==> config.mk <==
export PLATFORM = sky130hd
export DESIGN_NAME = registered_bus_transceiver_18b
export DESIGN_NICKNAME = d
export VERILOG_FILES = /design/src/xcvr_pkg.sv /design/src/xcvr_path_if.sv /design/src/registered_bus_transceiver_18b.sv /design/src/xcvr_path_store.sv
export VERILOG_INCLUDE_DIRS = /design/src /design/src/src
export SDC_FILE = /design/constraint.sdc
export NUM_CORES = 1
export LEC_CHECK = 0
export BUFFER_PORTS_ARGS = -buffer_cell sky130_fd_sc_hd__buf_2
export CAP_MARGIN = 10
export CELL_PAD_IN_SITES_DETAIL_PLACEMENT = 2
export CELL_PAD_IN_SITES_GLOBAL_PLACEMENT = 2
export CORE_MARGIN = 1
export CORE_UTILIZATION = 26
export DETAILED_ROUTE_END_ITERATION = 7
export PLACE_DENSITY = 0.75
export SYNTH_ARGS = -nofsm -noshare
export SYNTH_HDL_FRONTEND = slang
export SYNTH_HIERARCHICAL = 1
export SYNTH_SLANG_ARGS = --single-unit
==> constraint.sdc <==
create_clock -name hclk -period 1.6 [get_ports hclk]
set_input_delay 0.08 -clock hclk [delete_from_list [all_inputs] [get_ports hclk]]
set_output_delay 0.08 -clock hclk [all_outputs]
set_load 0.01 [all_outputs]
==> src/xcvr_map.svh <==
`ifndef XCVR_MAP_SVH
`define XCVR_MAP_SVH

// lane count
`define XCVR_LANES        18

// register byte offsets, one aligned word each
`define REG_CTRL_OFS      8'h00
`define REG_C2B_DATA_OFS  8'h04
`define REG_B2C_DATA_OFS  8'h08
`define REG_STATUS_OFS    8'h0C

// control register fields and reset value
`define CTRL_GUARD_BIT    0
`define CTRL_RESET        1'b0

// status register fields
`define ST_C2B_TRANSP_BIT 0
`define ST_C2B_FLOP_BIT   1
`define ST_B2C_TRANSP_BIT 2
`define ST_B2C_FLOP_BIT   3
`define ST_C2B_DRIVE_BIT  4
`define ST_B2C_DRIVE_BIT  5
`define ST_CONFLICT_BIT   6

// storage reset value
`define STORE_RESET       18'h00000

`endif

==> src/xcvr_pkg.sv <==
package xcvr_pkg;
	`include "xcvr_map.svh"

	typedef logic [`XCVR_LANES-1:0] lane_type;

	typedef struct packed {
		lane_type latch;
		lane_type flop;
		logic     sel_flop;
		logic     clk_prev;
	} path_state_type;

	typedef struct packed {
		logic [7:0]  addr;
		logic        wr_pend;
		logic [31:0] rdata;
		logic        guard;
	} bus_state_type;
endpackage : xcvr_pkg

==> src/xcvr_path_if.sv <==
`timescale 1ns/1ps
interface xcvr_path_if;
	import xcvr_pkg::*;
	lane_type d_in;
	logic     latch_en;
	logic     clk;
	logic     clk_en_n;
	logic     out_en_n;
	lane_type q;
	logic     drive;
	logic     transp;
	logic     sel_flop;

	modport path (input d_in, latch_en, clk, clk_en_n, out_en_n, output q, drive, transp, sel_flop);
	modport top  (output d_in, latch_en, clk, clk_en_n, out_en_n, input q, drive, transp, sel_flop);
endinterface : xcvr_path_if

==> src/registered_bus_transceiver_18b.sv <==
`timescale 1ns/1ps
`include "xcvr_map.svh"
module registered_bus_transceiver_18b
	import xcvr_pkg::*;
(
	// clock and reset
	input  wire logic        hclk,
	input  wire logic        hresetn,
	// ahb-lite slave
	input  wire logic        hsel,
	input  wire logic [31:0] haddr,
	input  wire logic [1:0]  htrans,
	input  wire logic        hwrite,
	input  wire logic [2:0]  hsize,
	input  wire logic [31:0] hwdata,
	input  wire logic        hready,
	output logic             hreadyout,
	output logic             hresp,
	output logic [31:0]      hrdata,
	// card-to-backplane controls
	input  wire logic        card_to_bp_out_en_n,
	input  wire logic        card_to_bp_clk_en_n,
	input  wire logic        card_to_bp_latch_en,
	input  wire logic        card_to_bp_clk,
	// backplane-to-card controls
	input  wire logic        bp_to_card_out_en_n,
	input  wire logic        bp_to_card_clk_en_n,
	input  wire logic        bp_to_card_latch_en,
	input  wire logic        bp_to_card_clk,
	// card-side pins, three-state
	input  wire lane_type    card_side_data_in,
	output lane_type         card_side_data_out,
	output lane_type         card_side_data_oe_n,
	// backplane-side pins, open drain
	input  wire lane_type    backplane_side_data_in,
	output lane_type         backplane_side_data_out,
	output lane_type         backplane_side_data_oe_n
);

	xcvr_path_if   c2b ();
	xcvr_path_if   b2c ();
	bus_state_type bus_r;
	bus_state_type bus_nxt;
	logic          addr_take;
	logic          conflict;
	logic          card_drive;

	////////////////////////////////////////////////////////////////
	// both directions share one storage module shape
	assign c2b.d_in     = card_side_data_in;
	assign c2b.latch_en = card_to_bp_latch_en;
	assign c2b.clk      = card_to_bp_clk;
	assign c2b.clk_en_n = card_to_bp_clk_en_n;
	assign c2b.out_en_n = card_to_bp_out_en_n;

	assign b2c.d_in     = backplane_side_data_in;
	assign b2c.latch_en = bp_to_card_latch_en;
	assign b2c.clk      = bp_to_card_clk;
	assign b2c.clk_en_n = bp_to_card_clk_en_n;
	assign b2c.out_en_n = bp_to_card_out_en_n;

	xcvr_path_store u_c2b_store (
		.hclk    (hclk),
		.hresetn (hresetn),
		.p       (c2b.path)
	);

	xcvr_path_store u_b2c_store (
		.hclk    (hclk),
		.hresetn (hresetn),
		.p       (b2c.path)
	);

	////////////////////////////////////////////////////////////////
	// pins
	assign conflict   = c2b.drive & b2c.drive;
	// guard is optional: with both enabled the card side backs off
	assign card_drive = b2c.drive & ~(bus_r.guard & conflict);

	// open drain: driven pin only ever goes low, a one releases it
	assign backplane_side_data_out  = `STORE_RESET;
	assign backplane_side_data_oe_n = c2b.drive ? c2b.q : {`XCVR_LANES{1'b1}};

	// three-state card outputs
	assign card_side_data_out  = b2c.q;
	assign card_side_data_oe_n = {`XCVR_LANES{~card_drive}};

	////////////////////////////////////////////////////////////////
	// register bus, zero wait states, unmapped reads give zero
	function automatic logic [31:0] read_word(input logic [7:0] ofs);
		logic [31:0] w;
		w = 32'h00000000;
		unique case (ofs)
			`REG_CTRL_OFS:     w[`CTRL_GUARD_BIT] = bus_r.guard;
			`REG_C2B_DATA_OFS: w[`XCVR_LANES-1:0] = c2b.q;
			`REG_B2C_DATA_OFS: w[`XCVR_LANES-1:0] = b2c.q;
			`REG_STATUS_OFS:
			begin
				w[`ST_C2B_TRANSP_BIT] = c2b.transp;
				w[`ST_C2B_FLOP_BIT]   = c2b.sel_flop;
				w[`ST_B2C_TRANSP_BIT] = b2c.transp;
				w[`ST_B2C_FLOP_BIT]   = b2c.sel_flop;
				w[`ST_C2B_DRIVE_BIT]  = c2b.drive;
				w[`ST_B2C_DRIVE_BIT]  = b2c.drive;
				w[`ST_CONFLICT_BIT]   = conflict;
			end
			default:           w = 32'h00000000;
		endcase
		return w;
	endfunction : read_word

	assign addr_take = hsel & htrans[1] & hready;

	always_comb
	begin
		bus_nxt = bus_r;
		if (bus_r.wr_pend && bus_r.addr == `REG_CTRL_OFS)
		begin
			bus_nxt.guard = hwdata[`CTRL_GUARD_BIT];
		end
		bus_nxt.wr_pend = addr_take & hwrite;
		if (addr_take)
		begin
			bus_nxt.addr = {haddr[7:2], 2'b00};
			if (!hwrite)
			begin
				// sampled at the address phase so the data phase needs no wait
				bus_nxt.rdata = read_word({haddr[7:2], 2'b00});
			end
		end
	end

	always_ff @(posedge hclk or negedge hresetn)
	begin
		if (!hresetn)
		begin
			bus_r <= '{addr: 8'h00, wr_pend: 1'b0, rdata: 32'h00000000, guard: `CTRL_RESET};
		end
		else
		begin
			bus_r <= bus_nxt;
		end
	end

	assign hreadyout = 1'b1;
	assign hresp     = 1'b0;
	assign hrdata    = bus_r.rdata;
endmodule : registered_bus_transceiver_18b

==> src/xcvr_path_store.sv <==
`timescale 1ns/1ps
`include "xcvr_map.svh"
module xcvr_path_store
	import xcvr_pkg::*;
(
	// clock and reset
	input wire logic hclk,
	input wire logic hresetn,
	// one direction of the transceiver
	xcvr_path_if.path p
);

	path_state_type st_r;
	path_state_type st_nxt;
	logic           clk_rise;

	////////////////////////////////////////////////////////////////
	assign clk_rise = p.clk & ~st_r.clk_prev;

	always_comb
	begin
		st_nxt          = st_r;
		st_nxt.clk_prev = p.clk;
		if (p.latch_en)
		begin
			// level latch tracks while open; closing keeps the last value
			st_nxt.latch    = p.d_in;
			st_nxt.sel_flop = 1'b0;
		end
		else if (clk_rise && !p.clk_en_n)
		begin
			st_nxt.flop     = p.d_in;
			st_nxt.sel_flop = 1'b1;
		end
		// clock enable high: edges ignored, storage holds
	end

	always_ff @(posedge hclk or negedge hresetn)
	begin
		if (!hresetn)
		begin
			st_r <= '{latch: `STORE_RESET, flop: `STORE_RESET, sel_flop: 1'b0, clk_prev: 1'b0};
		end
		else
		begin
			st_r <= st_nxt;
		end
	end

	// transparent path bypasses storage, ahead of clock and enable
	assign p.q        = p.latch_en ? p.d_in : (st_r.sel_flop ? st_r.flop : st_r.latch);
	assign p.drive    = ~p.out_en_n;
	assign p.transp   = p.latch_en;
	assign p.sel_flop = st_r.sel_flop;
endmodule : xcvr_path_store

---- After elaboration in Yosys (flattened, before gate mapping) ----
Index checks and enable logic that the tools add are counted.
Widths: inputs -> output; s select.
operators by class
  add/subtract/negate cells ............... 0
  $mul .................................... 0
  divide/modulo/power cells ............... 0
  $lt $le $gt $ge ......................... 0
  equality and inequality tests ........... 3
  shifts and indexed selects .............. 0
  mux-type cells .......................... 12
  bitwise operators ....................... 17
  reduce and logical (&&, ||, !) cells .... 12
operators with widths
  cell                count
  $mux 18             5
  $pmux 11 s2         1
  $pmux 6 s3          1
  $eq 6x2->1 const B  2
  $not 1->1           9
  $and 1x1->1         8
  $logic_not 8->1     1
  $eq 6x1->1 const B  1
  $logic_not 6->1     1
  $reduce_and 2->1    3
  $mux 1              4
  $pmux 1 s4          1
  $reduce_bool 2->1   2
  $logic_and 1x1->1   3
  $logic_not 1->1     2
storage, ports and cells
  register bits ........................... 102
  latch bits .............................. 0
  memory bits (writable) .................. 0
  ROM bits ................................ 0
  output and inout bits ................... 106
  memories kept ........................... 0

---- Logic depth before layout (Yosys ltp) ----
Gate-level depths: netlist of the first run.
  depth after elaboration ................. 6
  depth in mapped cells ................... 7

---- Modules after synthesis ----
The synthesis of the first run kept the hierarchy.
modules (own cells, without submodules)
  module                          times used  cells an instance  area each (um^2)
  xcvr_path_store                 2           161                1,745.4
  registered_bus_transceiver_18b  1           208                1,910.6

---- Least setup slack after synthesis of the first run ----
Ideal clock, no wire load.
  path type ............................... register to register
  start point ............................. reg u_b2c_store.st_r, in the netlist u_b2c_store/p.sel_flop
  end point ............................... reg bus_r, in the netlist hrdata[15]
  library setup time ...................... 0.096 ns
  data arrival time ....................... 1.611 ns
  data required time ...................... 1.504 ns
  slack ................................... -0.107 ns
  cell stages (with the launch flop) ...... 7
  path buffers ............................ 2
  cells stage by stage .................... dfrtp_1 buf_2 buf_2 mux2i_1 o21ai_0 a22oi_1 o31ai_1
on the way
  cells in the longest elaborated chain, start to end .. 3
RTL lines
  item                        RTL line                               RTL
  from (decl)                 xcvr_path_store.sv:13                  path_state_type st_r;
  from (signal assigned)      xcvr_path_store.sv:42                  st_r <= '{latch: `STORE_RESET, flop: `STORE_RESET, sel_flop: 1'b0, clk_prev: 1'b0};
  from (signal assigned)      xcvr_path_store.sv:46                  st_r <= st_nxt;
  $mux 18 (2 in series)       xcvr_path_store.sv:51                  assign p.q = p.latch_en ? p.d_in : (st_r.sel_flop ? st_r.flop : st_r.latch);
  via card_side_data_out[15]  registered_bus_transceiver_18b.sv:32   output lane_type card_side_data_out,
  $pmux 11 s2                 registered_bus_transceiver_18b.sv:93   unique case (ofs)
  to (signal assigned)        registered_bus_transceiver_18b.sv:137  bus_r <= '{addr: 8'h00, wr_pend: 1'b0, rdata: 32'h00000000, guard: `CTRL_RESET};
  to (signal assigned)        registered_bus_transceiver_18b.sv:141  bus_r <= bus_nxt;
  to (decl)                   registered_bus_transceiver_18b.sv:42   bus_state_type bus_r;
The timed path passes the listed nets, and every way through them passes these cells.
A chain may end at the register's enable or synchronous reset.

---- Worst setup path in the final report of the first run ----
  start point ............................. reg u_c2b_store.st_r, in the netlist u_c2b_store/p.sel_flop
  end point ............................... out backplane_side_data_oe_n[14]
on the way
  cells in the longest elaborated chain, start to end .. 3
RTL lines
  item                    RTL line                              RTL
  from (decl)             xcvr_path_store.sv:13
  from (signal assigned)  xcvr_path_store.sv:42
  from (signal assigned)  xcvr_path_store.sv:46
  $mux 18 (2 in series)   xcvr_path_store.sv:51
  via c2b.q[14]           xcvr_path_if.sv:9                     lane_type q;
  $mux 18                 registered_bus_transceiver_18b.sv:82  assign backplane_side_data_oe_n = c2b.drive ? c2b.q : {`XCVR_LANES{1'b1}};
  to (decl)               registered_bus_transceiver_18b.sv:37  output lane_type backplane_side_data_oe_n
The timed path passes the listed nets, and every way through them passes these cells.

==> results of run 1 <==
per-stage QoR:
| step | power [mW] | std cells | TNS [ps] | utilization, % |
|---|---|---|---|---|
| 5_1_grt | 7.71 | 981 | -6360 | 37.7 |
| 6_report | 7.40 | 981 | -3560 | 37.7 |
| 4_1_cts | 7.29 | 975 | -4020 | 36.4 |
| 3_5_place_dp | 4.45 | 909 | -983 | 30.7 |
| 3_3_place_gp | 4.33 | 909 | -235 | 30.7 |
| 2_1_floorplan | 3.91 | 562 | -249 | - |
timing repair:
action,CTS,global route
cloned,1,0
resized for setup,108,49
setup endpoints to repair,50,51
buffers inserted,17,7
endpoints found under the hold margin,82,0
pin swaps,19,21
hold buffers,45,0
power groups by stage:
stage	sequential [mW]	clock, mW	combinational (mW)
global route	3.20	2.69	1.82
global placement	3.10	0	1.22
detailed placement	3.15	0	1.30
CTS	3.13	2.60	1.57
floorplan	3.07	0	0.836
finish	3.17	2.54	1.69
per-layer routing:
| layer | part of all wire [%] | vias up |
|---|---|---|
| met2 | 53 | 122 |
| met4 | 2.4 | 0 |
| met1 | 41 | 2314 |
| li1 | - | 2041 |
| met5 | 0 | - |
| met3 | 4.0 | 28 |
critical path: stages, from the launching register on:
cell       delay, ps
dfrtp_2          490
clkbuf_16        210
mux2i_2          220
o21ai_2           80
nand2b_1         160
buf_2            170
kinds of logic (layout without fill, tap and decap cells):
family | count (synthesis) | count (layout) | share of synthesized area [%]
flops | 102 | 102 | 47.3
compound gates | 110 | 110 | 11.7
other cells | 2 | 36 | 0.139
buf+inv | 142 | 289 | 15.3
mux | 85 | 85 | 17.1
simple gates | 89 | 89 | 8.55
flip-flops by register name, indices dropped and copies added (netlist names):
signal and count:
u_b2c_store/st_r 37, u_b2c_store/p.sel_flop 1, u_c2b_store/p.sel_flop 1, u_c2b_store/st_r 37, hrdata 18, bus_r 8
cell usage in the layout (no fill, tap or decap), drive strengths merged:
master and n:
buf 186, dfrtp 102, o21ai 78, nand2 55, mux2 48, dlygate4sd3 45
inv 41, mux2i 36, conb 34, nand2b 19, a22oi 16, clkbuf 11
o31ai 11, bufinv 3, a21oi 3, diode 2, nand3 2, nor2 2
nor2b 2, clkinvlp 2, nor4b 2, or3b 2, nand4b 1, or4 1
a311o 1, or4b 1, nor4 1, or2 1, mux4 1, a22o 1
clkinv 1
final cells by class:
| type | count | area (µm²) |
|---|---|---|
| clock buffers | 10 | 229 |
| inverters | 41 | 154 |
| diodes | 2 | 5.00 |
| fillers | 2205 | 12700 |
| flip-flops and latches | 102 | 2550 |
| multi-input cells | 318 | 2570 |
| clock inverters | 6 | 110 |
| well taps | 270 | 338 |
| repair buffers | 232 | 1690 |
path summary, 6_finish.rpt:
| kind | start | endpoint | slack [ps] | depth (start not counted) |
|---|---|---|---|---|
| max in group asynchronous | hresetn | u_b2c_store/p.sel_flop | 760 | 3 |
| min in group asynchronous | hresetn | u_b2c_store/st_r[34] | 220 | 2 |
| hold reg to reg | hrdata[16] | hrdata[16] | 480 | 2 |
| hold / removal | card_to_bp_clk_en_n | u_c2b_store/p.sel_flop | 60 | 3 |
| setup / recovery | u_c2b_store/p.sel_flop | backplane_side_data_oe_n[14] | -170 | 5 |
| setup reg to reg | u_b2c_store/p.sel_flop | hrdata[0] | -100 | 5 |
==> results.md, run 1 <==
* Fin crit period at between 1500 and 2000 ps
* Area Growth Syn to Fin at 41.6%
* Die Ht at about 150 µm
* Worst-Margin Slew at between 500 and 600 ps
* Boundary Pins at roughly 220
* Number of global-route vias before repair at about 5,000
* Clk Latency, worst-skew pair at about 350 ps
* Wirelength per Cell at about 19 µm
* Max_cap viols at 0
* Power density over the cells at 967 nW/µm²
* Hpwl dp at 12.4 mm
* GRT Max-Usage Layer: met2
* Internal power at 5.30 mW
* Top cells by area, synth: dfrtp_1 (47%), buf_4 (10%), mux2_2 (10%)
* Worst Path Arrival at 1690 ps
* Period utilization at 111%
* DIE AREA at 21,400 µm²
* Logic pwr share at 22.8%
* Iteration-0 DRC Markers at between 100 and 150
* Drt pass-1 iters at 4
* Final Hold Vio Count at 0
* HP Class: in -> reg
* Layout cell share with drive strength beyond 1 at about 47%
* Routability cong. at 0.803
* Worst endpoint required time at approximately 1500 ps
* Rows at 52
* Cell Area, Synth at ~5400 µm²
* WL final at approximately 19 mm
* Count of input and output buffers at between 100 and 150
* Global route overflow at 0
* Switching Power at around 2.1 mW
* Worst vdd rail ir drop at 0.454 mV
* Ys async rst share at between 90% and 100%
* Most frequent cell after synthesis: dfrtp_1
* Flop pwr share at ~43%
* Nets at roughly 820
* Met3 Usage GRT at ~2.9%
* TritonCTS clock tree: done
* Die width at ~150 µm
* Finished Cell Area at approximately 7600 µm²
* Clk slew on worst S/H paths at 70 ps
* Distinct cells, synth at 29
* Core Box Area at about 20,000 µm²
* RSZ-0062 raised after global routing: yes
* Post-DRT Antenna Nets at 0
* Critical path endpoint category: output pin
* Synth warn at 6
* Cells after Synth at 530
* Worst Slack Setup Final at -170 ps
* Sequential fraction of the synthesis area at around 47%
* Initial Utilization at 26.6%
* Grt met2 use at slightly below 30%
* # clock sinks at about 100
* Status: complete, but fails checks
* Skew final at between 9 and 10 ps
* Worst hold slack at 57.7 ps
* Post-synth top cells: dfrtp_1 (102), o21ai_0 (77), buf_4 (72)
* Maximum root-to-sink buffer count at 2
* Number of antenna violations at the first check in global routing at 2
* Syn Area/Cell at around 10 µm²
* Most used DFF post-synth: dfrtp_1
* First-pass GRT wire length at about 28 mm
* Pins over their slew limit at 0
* Total CTS buffers at 9
* Switching Fraction at roughly 28%
* Area leader, netlist: dfrtp_1
* GR Util All Layers at between 10% and 20%
* Max frequency at about 560 MHz
* Failing checks: setup timing
* Finish-stage setup viols at 38
* WS Path Type: reg -> out
* Pleak at 3.53 nW
* H-Tree Depth at 3
* Vias at ~4,500
* Grt met1 use at between 20% and 30%
* Placed cell area at just over 6000 µm²
* Avg Vias per Cell at 4.59
* CTS root buf: clkbuf_16
* Crit start category: flip-flop
* Clk pwr share at 34.3%
* Largest net degree at the start of global routing at between 40 and 50
* EDFF count, synth at 0
* CP max FO at 6
* Rel. slew slack at 66.5%
* Top-area cell type share of the netlist area at 47.3%
* Post-route DRC at 0
* #FFs+latches synth at 102
* Pre-CTS setup slack at -183 ps
Note: power is estimated with default switching activity, not from simulation.
==> run 2, diff against run 1 <==
- ABC_AREA: default -> 1
- CORE_UTILIZATION: 26 -> 24
==> results.md, run 2 <==
* Die Ht at 159 µm
* Pleak at around 4.1 nW
* Ys async rst share at 100%
* Cells after Synth at about 800
* Internal power at 4.96 mW
* Logic pwr share at between 20% and 30%
* DIE AREA at ~25,000 µm²
* Max frequency at 560 MHz
* CTS root buf: clkbuf_16
* Final Hold Vio Count at 0
* CP bufs+invs at 3
* Hpwl dp at about 15 mm
* #FFs+latches synth at 102
* Wirelength per Cell at between 15 and 20 µm
* GR Util All Layers at between 10% and 20%
* Post-route DRC at 0
* Failing checks: setup timing
* Number of antenna violations at the first check in global routing at 0
* Nets at roughly 1,100
* Layout Utilization at between 30% and 40%
* Power density over the cells at 935 nW/µm²
* Flop-to-flop setup slack at 110 ps
* Hold Path Sink: u_b2c_store/st_r[10]
* HP Class: in -> reg
* Layout cell share with drive strength beyond 1 at about 29%
* Rel. slew slack at between 60% and 70%
* GRT Max-Usage Layer: met2
* Syn Area/Cell at about 7.4 µm²
* Post-synth top cells: nand2_1 (320), dfrtp_1 (102), nand3_1 (82)
* Most common cell after layout, fill and taps aside: nand2_1
* Vias at 5,524
* CP Cell Sequence: inv_2 > buf_12 > nand2_1 > nand3_1 > nand2_2 > or2_2 > buf_2
* Clk slew on worst S/H paths at ~70 ps
* Met3 Usage GRT at between 3 and 4%
* Fin crit period at approximately 1800 ps
* TritonCTS clock tree: done
* CP max FO at 8
* Worst Path Arrival at 1710 ps
* Largest net degree at the start of global routing at 36
* Initial Utilization at between 20% and 30%
* Highest-count cells in the layout ignoring fill and taps: nand2_1 (282), buf_2 (121), dfrtp_1 (100), inv_1 (75), nand3_1 (71)
* H-Tree Depth at 3
* Period utilization at 112%
* Grt met2 use at 28.9%
* Hold wc startpoint: backplane_side_data_in[8]
* Iteration-0 DRC Markers at around 270
* Pre-CTS setup slack at around 48 ps
* WL final at ~21 mm
* Pins over their slew limit at 0
* Top-area cell type share of the netlist area at between 40 and 50%
* Hold Path Cell Cnt at 3
* Most used DFF post-synth: dfrtp_1
* Critical path endpoint category: output pin
* Synth warn at 6
* Sequential fraction of the synthesis area at 43.3%
* Cell Area, Synth at between 5000 and 6000 µm²
* Worst reg2reg path depth at 10
* Post-DRT Antenna Nets at 0
* Fin Setup TNS at -2520 ps
* Flop pwr share at 42.5%
* Max_cap viols at 0
* Avg Vias per Cell at ~4.4
* Clk Latency, worst-skew pair at between 300 and 400 ps
* Maximum root-to-sink buffer count at 2
* Crit start category: flip-flop
* R2R Path End: hrdata[2]
* Worst path max stage delay at 440 ps
* Switching Fraction at around 30%
* Worst hold slack at 0.880 ps
* Drt pass-1 iters at 4
* Number of global-route vias before repair at 5,851
* # clock sinks at between 100 and 150
* Skew final at around 7.0 ps
* Placed cells at 1,193
* Global route overflow at 0
* Grt met1 use at about a fifth
* Clk pwr share at 34.4%
* Most frequent cell after synthesis: nand2_1
* Switching Power at 2.17 mW
* Area Growth Syn to Fin at 29.5%
* Area leader, netlist: dfrtp_1
* Non-Filler Instances at between 1,000 and 1,500
* Die width at about 160 µm
* Finish-stage setup viols at 18
* Boundary Pins at about 220
* Status: complete, but fails checks
* Worst-Margin Slew at just over 500 ps
* EDFF count, synth at 0
* Distinct cells, synth at 23
* WS Path Type: reg -> out
* RSZ-0062 raised after global routing: yes
* CP delay by family, top: simple AND/OR/NAND/NOR gates
* Routability cong. at about 0.76
* Total CTS buffers at 9
* Worst vdd rail ir drop at around 0.46 mV
* Worst endpoint required time at between 1500 and 2000 ps
* Antenna diodes at 0
* Worst Slack Setup Final at -185 ps
* Reg2reg start: u_c2b_store/p.sel_flop
* Top cells by area, synth: dfrtp_1 (43%), nand2_1 (20%), buf_4 (10%)
* Core Box Area at 23,800 µm²
* First-pass GRT wire length at around 32 mm
* Rows at 56
* Count of input and output buffers at approximately 130
* Slowest stage cell, crit path: dfrtp_2
==> run 2: repair_timing <==
action                                  CTS  global route
buffers inserted                          4            13
hold buffers                             39             0
gates cloned                              0             1
resized for setup                        29            47
endpoints found under the hold margin   136             0
pin swaps                                 2            23
endpoints found under the setup margin   36            50
==> run 2: final cells by class <==
cell class / count / area, µm²
fillers: 2771 / 16100
flip-flops and latches: 102 / 2550
multi-input cells: 537 / 2550
repair buffers: 207 / 1470
well taps: 319 / 399
inverters: 85 / 332
clock buffers: 11 / 253
clock inverters: 4 / 70.1
==> run 2: metrics by stage <==
stage / instance area, µm² / total power, mW
after global placement: 6500 / 4.41
after CTS: 7320 / 7.11
final: 7630 / 7.13
after detailed placement: 6500 / 4.48
after global routing: 7630 / 7.55
after floorplan: 6010 / 3.99
==> run 2: worst max-delay path by stage <==
stage                                        endpoint  cells after the start                   start  slack, ps
final                     backplane_side_data_oe_n[3]                      7  u_c2b_store/p.sel_flop       -190
after global routing      backplane_side_data_oe_n[9]                      8  u_c2b_store/p.sel_flop       -260
after CTS                 backplane_side_data_oe_n[1]                      7  u_c2b_store/p.sel_flop       -230
after detailed placement  backplane_side_data_oe_n[0]                      6  u_c2b_store/p.sel_flop         50
after global placement    backplane_side_data_oe_n[0]                      6  u_c2b_store/p.sel_flop        110
after floorplan                            hrdata[12]                     10  u_b2c_store/p.sel_flop        300
==> run 2: kinds of logic (layout without fill, tap and decap cells) <==
family | count (synthesis) | in the layout | synth area share, %
muxes | 4 | 4 | 0.764
buffers and inverters | 187 | 307 | 18.3
other | 2 | 34 | 0.127
DFF | 102 | 102 | 43.3
and+or+nand+nor | 461 | 461 | 34.3
AOI/OAI and AO/OA | 38 | 38 | 3.23
==> run 2: metal layers <==
metal,routed length [µm],vias to the layer above
li1,-,2641
met1,9260,2728
met2,10200,130
met3,898,25
met4,538,0
met5,0,-
==> run 2: power by group through the flow <==
stage          combinational [mW]  sequential, mW  clock [mW]
6_report                     1.64            3.03        2.46
5_1_grt                      1.85            3.07        2.63
4_1_cts                      1.53            3.03        2.55
3_5_place_dp                 1.40            3.08           0
3_3_place_gp                 1.35            3.06           0
2_1_floorplan               0.958            3.03           0
==> run 2: worst reg2reg max path, cell delays in order (launching register included) <==
cell	delay [ps]
dfrtp_2	440
inv_2	90
buf_4	140
nand2_1	70
nand3_1	70
nand2_1	90
buf_4	140
nand4_1	110
nand3_1	130
nand2_1	80
nand2_1	50
